===== config.mk =====
export PLATFORM = sky130hd
export DESIGN_NAME = hsf_ctrl
export DESIGN_NICKNAME = d
export VERILOG_FILES = /design/src/hsf_pkg.sv /design/src/hsf_ctrl.sv
export SDC_FILE = /design/constraint.sdc
export NUM_CORES = 1
export LEC_CHECK = 0
export ABC_CLOCK_PERIOD_IN_PS = 2900
export BUFFER_PORTS_ARGS = -buffer_cell sky130_fd_sc_hd__buf_4
export CORE_MARGIN = 2
export CORE_UTILIZATION = 50
export CTS_BUF_LIST = sky130_fd_sc_hd__clkbuf_8
export DETAILED_ROUTE_END_ITERATION = 6
export PLACE_DENSITY = 0.88
export SYNTH_ARGS = -nofsm -noshare
export SYNTH_HDL_FRONTEND = slang
export SYNTH_SLANG_ARGS = --single-unit

===== constraint.sdc =====
create_clock -name mclk -period 2.9 [get_ports mclk]
set_input_delay 0.58 -clock mclk [delete_from_list [all_inputs] [get_ports mclk]]
set_output_delay 0.58 -clock mclk [all_outputs]
set_load 0.005 [all_outputs]

===== src/hsf_pkg.sv =====
// Package for the high-side fault shutdown control register block
//
// Behaviour
// - Bits 14..12 enable per-switch overvoltage recovery
// - Bit 11 picks all or individual overtemp shutdown
// - Normal mode bits 9..7 disable overvoltage shutdown
// - Low-power bit 6 disables overvoltage shutdown
// - Bit 5 zero lets undervoltage shut switches
// - Bit 3 enables undervoltage recovery for all
// - Reserved bits ignore writes, read zero
// - Reset clears all; restart keeps configurable bits
package hsf_pkg;

	// ==========================================================
	// Register map
	localparam logic [6:0]  HSF_REG_ADDR  = 7'h07; // Register address
	localparam logic [15:0] HSF_RESET_VAL = 16'h0000; // Reset value
	localparam logic [15:0] HSF_WR_MASK   = 16'h7be8; // Writable bits

	// ==========================================================
	// Field positions
	localparam int HSF_OV_REC_LSB  = 12; // Overvoltage recovery, 3 bits
	localparam int HSF_OT_INDIV    = 11; // Overtemp individual select
	localparam int HSF_OV_SDN_LSB  = 7;  // Normal mode ov shutdown off
	localparam int HSF_LP_OV_OFF   = 6;  // Low-power ov shutdown off
	localparam int HSF_UV_SDN_OFF  = 5;  // Undervoltage shutdown off
	localparam int HSF_UV_REC      = 3;  // Undervoltage recovery

	// ==========================================================
	// Operating modes of the device
	typedef enum logic [1:0]
	{
		HSF_MODE_NORMAL = 2'b00, // Normal mode
		HSF_MODE_STOP   = 2'b01, // Stop mode
		HSF_MODE_SLEEP  = 2'b10, // Sleep mode
		HSF_MODE_OTHER  = 2'b11  // Any other mode
	} hsf_mode_t;

	// Register write request from the serial interface
	typedef struct packed
	{
		logic        wr_en;   // One-cycle write strobe
		logic [6:0]  addr;    // Register address
		logic [15:0] wdata;   // Write data
	} hsf_wr_t;

	// Fault indications from the supply and thermal detectors
	typedef struct packed
	{
		logic       overvolt;  // Supply overvoltage level
		logic       undervolt; // Supply undervoltage level
		logic [2:0] overtemp;  // Per-switch overtemperature level
	} hsf_fault_t;

endpackage : hsf_pkg


===== src/hsf_ctrl.sv =====
// Fault shutdown control register and per-switch gating logic
`timescale 1ns/1ps
`default_nettype none
module hsf_ctrl
	import hsf_pkg::*;
(
	// Clock and reset
	input  wire logic        mclk,
	input  wire logic        rst_n,
	// Soft reset and restart, one-cycle pulses
	input  wire logic        soft_rst,
	input  wire logic        restart,
	// Register access
	input  wire hsf_wr_t     wr,
	input  wire logic [6:0]  rd_addr,
	output logic      [15:0] rd_data,
	// Device state and faults
	input  wire hsf_mode_t   mode,
	input  wire hsf_fault_t  fault,
	// Requested and gated switch states
	input  wire logic [2:0]  sw_req,
	output logic      [2:0]  sw_en
);

	// ==========================================================
	// Reset synchroniser
	logic rst_s1_r; // First stage, read only by second
	logic rst_s2_r; // Synchronised reset, active low

	always_ff @(posedge mclk or negedge rst_n)
	begin
		if (!rst_n)
		begin
			rst_s1_r <= 1'b0;
			rst_s2_r <= 1'b0;
		end
		else
		begin
			rst_s1_r <= 1'b1;
			rst_s2_r <= rst_s1_r;
		end
	end

	// ==========================================================
	// Address decode
	// Shared by the write and read paths, so both agree on the map
	function automatic logic hit_reg(input logic [6:0] a);
		return (a == HSF_REG_ADDR);
	endfunction : hit_reg

	// ==========================================================
	// Configuration register
	logic [15:0] cfg_r;   // Stored configuration
	logic [15:0] cfg_nxt; // Next configuration

	// Soft reset clears; restart leaves configurable bits alone
	always_comb
	begin
		cfg_nxt = cfg_r;
		if (soft_rst)
			cfg_nxt = HSF_RESET_VAL;
		else if (wr.wr_en && hit_reg(wr.addr))
			cfg_nxt = wr.wdata & HSF_WR_MASK;
		// Restart only forces reserved bits, already zero
		else if (restart)
			cfg_nxt = cfg_r & HSF_WR_MASK;
	end

	// ==========================================================
	// Latched off state per switch, held until recovery allowed
	logic [2:0] ov_off_r;  // Switched off by overvoltage
	logic [2:0] ov_off_nxt;
	logic [2:0] uv_off_r;  // Switched off by undervoltage
	logic [2:0] uv_off_nxt;
	logic [2:0] ot_off;    // Overtemp shutdown, combinational
	logic [2:0] ov_sd;     // Overvoltage shutdown allowed
	logic       uv_sd;     // Undervoltage shutdown allowed
	logic [2:0] sw_nxt;    // Next gated switch state
	logic [15:0] rd_nxt;   // Next read data

	always_comb
	begin
		// Overvoltage shutdown selection depends on mode
		if (mode == HSF_MODE_NORMAL)
			ov_sd = ~cfg_r[HSF_OV_SDN_LSB +: 3];
		else if (mode == HSF_MODE_STOP || mode == HSF_MODE_SLEEP)
			ov_sd = {3{~cfg_r[HSF_LP_OV_OFF]}};
		else
			ov_sd = 3'b111;
		uv_sd = ~cfg_r[HSF_UV_SDN_OFF];
		// Overtemp: any detector kills all unless individual
		if (cfg_r[HSF_OT_INDIV])
			ot_off = fault.overtemp;
		else
			ot_off = {3{|fault.overtemp}};
		// Overvoltage latch: released at end only with recovery
		ov_off_nxt = ov_off_r;
		if (fault.overvolt)
			ov_off_nxt = ov_off_r | (ov_sd & sw_req);
		else
			ov_off_nxt = ov_off_r & ~cfg_r[HSF_OV_REC_LSB +: 3];
		// Undervoltage latch; recovery bit releases all switches
		uv_off_nxt = uv_off_r;
		if (fault.undervolt)
			uv_off_nxt = uv_off_r | ({3{uv_sd}} & sw_req);
		else if (cfg_r[HSF_UV_REC])
			uv_off_nxt = 3'b000;
		// A new off request from host also clears held shutdowns
		ov_off_nxt = ov_off_nxt & sw_req;
		uv_off_nxt = uv_off_nxt & sw_req;
		sw_nxt = sw_req & ~ov_off_nxt & ~uv_off_nxt & ~ot_off;
		// Unmapped addresses read zero
		rd_nxt = hit_reg(rd_addr) ? cfg_r : 16'h0000;
	end

	// ==========================================================
	// State registers
	always_ff @(posedge mclk or negedge rst_s2_r)
	begin
		if (!rst_s2_r)
		begin
			cfg_r    <= 16'h0000;
			ov_off_r <= 3'h0;
			uv_off_r <= 3'h0;
			sw_en    <= 3'h0;
			rd_data  <= 16'h0000;
		end
		else
		begin
			cfg_r    <= cfg_nxt;
			ov_off_r <= ov_off_nxt;
			uv_off_r <= uv_off_nxt;
			sw_en    <= sw_nxt;
			rd_data  <= rd_nxt;
		end
	end

	// ==========================================================
	// Checks
	a_rsvd_zero: assert property (@(posedge mclk) disable iff (!rst_s2_r)
		(cfg_r & ~HSF_WR_MASK) == 16'h0000)
		else $error("Reserved bit set");
	a_soft_clear: assert property (@(posedge mclk) disable iff (!rst_s2_r)
		soft_rst |=> cfg_r == 16'h0000)
		else $error("Soft reset did not clear");
	a_restart_keep: assert property (@(posedge mclk) disable iff (!rst_s2_r)
		(restart && !soft_rst && !wr.wr_en) |=> $stable(cfg_r))
		else $error("Restart changed config");
	a_ot_all: assert property (@(posedge mclk) disable iff (!rst_s2_r)
		(!cfg_r[HSF_OT_INDIV] && |fault.overtemp) |=> sw_en == 3'b000)
		else $error("Overtemp did not stop all");
	a_ot_indiv: assert property (@(posedge mclk) disable iff (!rst_s2_r)
		(cfg_r[HSF_OT_INDIV] && fault.overtemp[0]) |=> !sw_en[0])
		else $error("Overtemp switch still on");
	a_uv_off: assert property (@(posedge mclk) disable iff (!rst_s2_r)
		(fault.undervolt && !cfg_r[HSF_UV_SDN_OFF]) |=> sw_en == 3'b000)
		else $error("Undervoltage did not stop");
	a_uv_keep: assert property (@(posedge mclk) disable iff (!rst_s2_r)
		(fault.undervolt && cfg_r[HSF_UV_SDN_OFF] && !fault.overvolt
		&& fault.overtemp == 3'b000 && uv_off_r == 3'b000
		&& ov_off_r == 3'b000) |=> sw_en == $past(sw_req))
		else $error("Undervoltage shut despite off");
	a_ov_normal: assert property (@(posedge mclk) disable iff (!rst_s2_r)
		(fault.overvolt && mode == HSF_MODE_NORMAL && !cfg_r[7])
		|=> !sw_en[0])
		else $error("Normal ov did not stop sw1");
	a_ov_lowpwr: assert property (@(posedge mclk) disable iff (!rst_s2_r)
		(fault.overvolt && mode == HSF_MODE_STOP && !cfg_r[6])
		|=> sw_en == 3'b000)
		else $error("Low-power ov did not stop");
	a_ov_norec: assert property (@(posedge mclk) disable iff (!rst_s2_r)
		(ov_off_r[0] && !cfg_r[12] && !wr.wr_en && !soft_rst)
		|=> !sw_en[0])
		else $error("Switch recovered without enable");
	a_uv_norec: assert property (@(posedge mclk) disable iff (!rst_s2_r)
		(uv_off_r[1] && !cfg_r[3] && !wr.wr_en && !soft_rst)
		|=> !sw_en[1])
		else $error("Uv recovery without enable");

	// ==========================================================
	// Checks on kept and recovered switches, sleep shutdown and reads
	// The keep checks guard that a disabled shutdown really leaves the
	// switch alone, the recover checks that the latch lets it go again
	a_ov_sleep: assert property (@(posedge mclk) disable iff (!rst_s2_r)
		(fault.overvolt && mode == HSF_MODE_SLEEP && !cfg_r[6])
		|=> sw_en == 3'b000)
		else $error("Sleep ov did not stop");
	a_ov_lp_keep: assert property (@(posedge mclk) disable iff (!rst_s2_r)
		(fault.overvolt && cfg_r[6] && !fault.undervolt
		&& (mode == HSF_MODE_STOP || mode == HSF_MODE_SLEEP)
		&& fault.overtemp == 3'b000 && ov_off_r == 3'b000
		&& uv_off_r == 3'b000) |=> sw_en == $past(sw_req))
		else $error("Low-power ov shut despite off");
	a_ov_norm_keep: assert property (@(posedge mclk) disable iff (!rst_s2_r)
		(fault.overvolt && mode == HSF_MODE_NORMAL && cfg_r[7]
		&& !fault.undervolt && fault.overtemp == 3'b000
		&& !ov_off_r[0] && !uv_off_r[0])
		|=> sw_en[0] == $past(sw_req[0]))
		else $error("Normal ov shut sw1 despite off");
	a_ov_recover: assert property (@(posedge mclk) disable iff (!rst_s2_r)
		(!fault.overvolt && !fault.undervolt && cfg_r[12]
		&& fault.overtemp == 3'b000 && !uv_off_r[0])
		|=> sw_en[0] == $past(sw_req[0]))
		else $error("Sw1 did not recover after ov");
	a_uv_recover: assert property (@(posedge mclk) disable iff (!rst_s2_r)
		(!fault.undervolt && !fault.overvolt && cfg_r[3]
		&& fault.overtemp == 3'b000 && !ov_off_r[1])
		|=> sw_en[1] == $past(sw_req[1]))
		else $error("Sw2 did not recover after uv");
	a_ot_spare: assert property (@(posedge mclk) disable iff (!rst_s2_r)
		(cfg_r[11] && fault.overtemp == 3'b001 && !fault.overvolt
		&& !fault.undervolt && ov_off_r == 3'b000
		&& uv_off_r == 3'b000)
		|=> sw_en[2:1] == $past(sw_req[2:1]))
		else $error("Overtemp hit a cool switch");
	a_rd_unmapped: assert property (@(posedge mclk) disable iff (!rst_s2_r)
		(rd_addr != HSF_REG_ADDR) |=> rd_data == 16'h0000)
		else $error("Unmapped read not zero");
	// Unlisted modes fail safe: overvoltage always shuts down
	a_ov_other: assert property (@(posedge mclk) disable iff (!rst_s2_r)
		(fault.overvolt && mode == HSF_MODE_OTHER) |=> sw_en == 3'b000)
		else $error("Other-mode ov did not stop");

endmodule : hsf_ctrl
`default_nettype wire


==> summary.txt <==
Status -> complete, no violations
Grt total ovfl -> 0
Iteration-0 DRC Markers -> 27
Core Area -> 2730 um2
Fin area -> 1920 um2
Worst-Margin Slew -> 1.10 ns
Setup bufs post-CTS -> 0
Slowest stage delay, CP -> 0.34 ns
Startpoint Class -> input pin
Placed cell area -> 1820 um2
Final worst path period share -> 51.7%
RSZ-0062 raised after global routing -> no
Htree depth -> 2
Worst path slowest cell -> a32oi_1
Final setup vio count -> 0
CP Max Fanout -> 4
Worst-skew pair later-pin latency -> 0.28 ns
CTS buffer count -> 5
Post-synthesis sequential area ratio -> 54.0%
Cell Area, Synth -> 1440 um2
Die W -> 57.6 um
Die footprint -> 3320 um2
Nets@finish -> 228
Remaining DRCs -> 0
P_leak -> 0.954 nW
Final WL -> 3.01 mm
CTS Sinks -> 31
GR Util All Layers -> 19.7%
Slew HR -> 26.4%
Layout cells sized above 1 -> 32.8%
Port-buffer cells -> 50
Die height -> 57.6 um
Worst min path class -> in2async
Antenna diodes -> 0
Starting Density -> 52.5%
Power Dens Cells -> 466 nW/um2
Crit path arrival time -> 1.72 ns
Fin Setup TNS -> 0 ns
CP endpoint kind -> flop
Count of cell types in the netlist -> 24
Final setup skew -> 0.00167 ns
Filler cell count -> 192
Vias per inst -> 5.14
Synth top area share -> 54.0%
Bufs on Longest Clock Path -> 2
Switching pwr -> 0.191 mW
Synth Register Bits -> 31
Clk root buf -> clkbuf_8
Yosys warns -> 0
Clock power share -> 40.4%
Via Count -> 1,099
Internal -> 0.704 mW
Largest net degree at the start of global routing -> 30
First-pass GRT wire length -> 4.77 mm
Final HPWL DP -> 2.34 mm
Final min period -> 1.50 ns
Worst-path clk slew -> 0.06 ns
Gate power share -> 9.1%
Multi-input gate area -> 614 um2
Top cell type by total area after synthesis -> dfrtp_1
Post-CTS sizing -> 0
Max-Cap Viols -> 0
Final Hold Vio Count -> 0
CTS tree -> yes
Router iterations before antenna repair -> 4
Sw frac -> 21.4%
Mapped Cells -> 128
Crit-path cells -> buf_4 > inv_1 > ha_1 > nand3b_1 > a32oi_1 > and4b_1
Reg power frac -> 50.5%
Final RePlAce weighted congestion -> 0.876
Number of hold buffers added after cts -> 0
Final Max Slew Viols -> 0
Area grow syn2layout -> 33.9%
I/O pins -> 64
Worst vdd ir -> 0.000495 V
Synth area leaders -> dfrtp_1, nand2b_1, mux2i_1, and2_1, buf_4
FP Rows -> 19
Initial antenna violation count -> 0
Vias in the first global route -> 1,123
Area occupied by registers -> 776 um2
DR WL/cell -> 14.1 um
Post-DRT Antenna Nets -> 0
Avg Cell Area, Syn -> 11.2 um2
CP Class -> in2reg
Highest Clock Rate -> 667 MHz
Required time of the worst setup path -> 3.12 ns
==> state kept, by name, summed over array words and instances (netlist names) <==
signal and cells:
cfg_r 10, rd_data 10, ov_off_r 3, sw_en 3, uv_off_r 3, rst_s1_r 1, rst_s2_r 1
==> power by group through the flow <==
stage / logic, mW / registers [mW] / clock network [mW]
after global routing: 0.0902 / 0.454 / 0.389
after detailed placement: 0.0819 / 0.460 / 0
after CTS: 0.0821 / 0.453 / 0.371
final: 0.0817 / 0.452 / 0.362
after global placement: 0.0784 / 0.459 / 0
after floorplan: 0.0378 / 0.457 / 0
==> per-stage QoR <==
step / total power, mW / hold slack, ns / worst slack (ns) / cells / util [%]
6_report: 0.895 / 0.0691 / 1.40 / 214 / 70.3
5_1_grt: 0.933 / 0.0549 / 1.34 / 214 / 70.3
4_1_cts: 0.906 / 0.0574 / 1.41 / 214 / 70.3
3_5_place_dp: 0.542 / 0.340 / 1.12 / 206 / 66.7
3_3_place_gp: 0.537 / 0.337 / 1.21 / 206 / 66.7
2_1_floorplan: 0.494 / 0.284 / 1.43 / 133 / -
==> cell type report <==
type / count / share of cell area (%)
Clock buffer: 7 / 5.01
Timing Repair Buffer: 51 / 19.9
Multi-Input combinational cell: 90 / 31.9
Tap cell: 31 / 2.02
Sequential cell: 31 / 40.3
Inverter: 3 / 0.586
Clock inverter: 1 / 0.195
==> layout by cell type (no fill, tap or decap) <==
master	count
buf_4	51
dfrtp_1	31
nand2b_1	27
and2_1	10
mux2i_1	10
conb_1	7
clkbuf_8	7
nor2_1	6
nor2b_1	5
inv_1	4
nand2_1	3
nand3b_1	3
a21boi_0	3
a32oi_1	3
nand3_1	2
o21ai_0	2
and4b_1	2
or3b_1	1
nor4_4	1
a21oi_1	1
o2111a_1	1
nand4b_1	1
nor4_2	1
ha_1	1
==> critical path: cells and delay by family <==
family | cells | cell delay, ns
AO/OA/AOI/OAI | 1 | 0.34
adder cells (fa/ha/maj) | 1 | 0.22
buffers and inverters | 2 | 0.11
AND/OR/NAND/NOR | 2 | 0.47
==> layer usage <==
layer	vias up	global-route usage, %	part of all wire (%)
met5	-	0	0
met4	0	11.6	3.2
met3	11	8.39	9.4
met2	57	31.2	50
met1	513	22.1	37
li1	518	-	-
==> cells in the mapped netlist <==
cell type / n
a32oi_1: 3
a21oi_1: 1
clkbuf_1: 2
nor4_4: 1
nand3_1: 2
inv_1: 3
nand2b_1: 27
o21ai_0: 2
nand3b_1: 3
nor4_1: 1
and2_1: 10
nor2_1: 6
a21boi_0: 3
ha_1: 1
and4b_1: 2
nor2b_1: 5
nand2_1: 3
conb_1: 2
mux2i_1: 10
nand4b_1: 1
or3b_1: 1
buf_4: 7
o2111a_1: 1
dfrtp_1: 31
==> path summary, 6_finish.rpt <==
path	start	endpoint	slack (ns)	depth (start not counted)
hold / removal	rst_n	rst_s1_r	0.07	1
min in group mclk	rst_s1_r	rst_s2_r	0.35	0
setup reg to reg	cfg_r[6]	sw_en[0]	1.74	3
max in group asynchronous	rst_s2_r	cfg_r[14]	1.78	0
setup / recovery	mode[0]	sw_en[0]	1.40	6
hold reg to reg	rst_s1_r	rst_s2_r	0.35	0
==> kinds of logic (layout without fill, tap and decap cells) <==
group	Yosys count	count (layout)	share of synthesized area (%)
simple gates	62	62	27.4
flops	31	31	54.0
buf+inv	12	62	4.97
compound gates	10	10	5.23
mux	10	10	6.97
other cells	2	7	0.523
fa+ha+maj	1	1	0.871
Note: power is estimated with default switching activity, not from simulation.
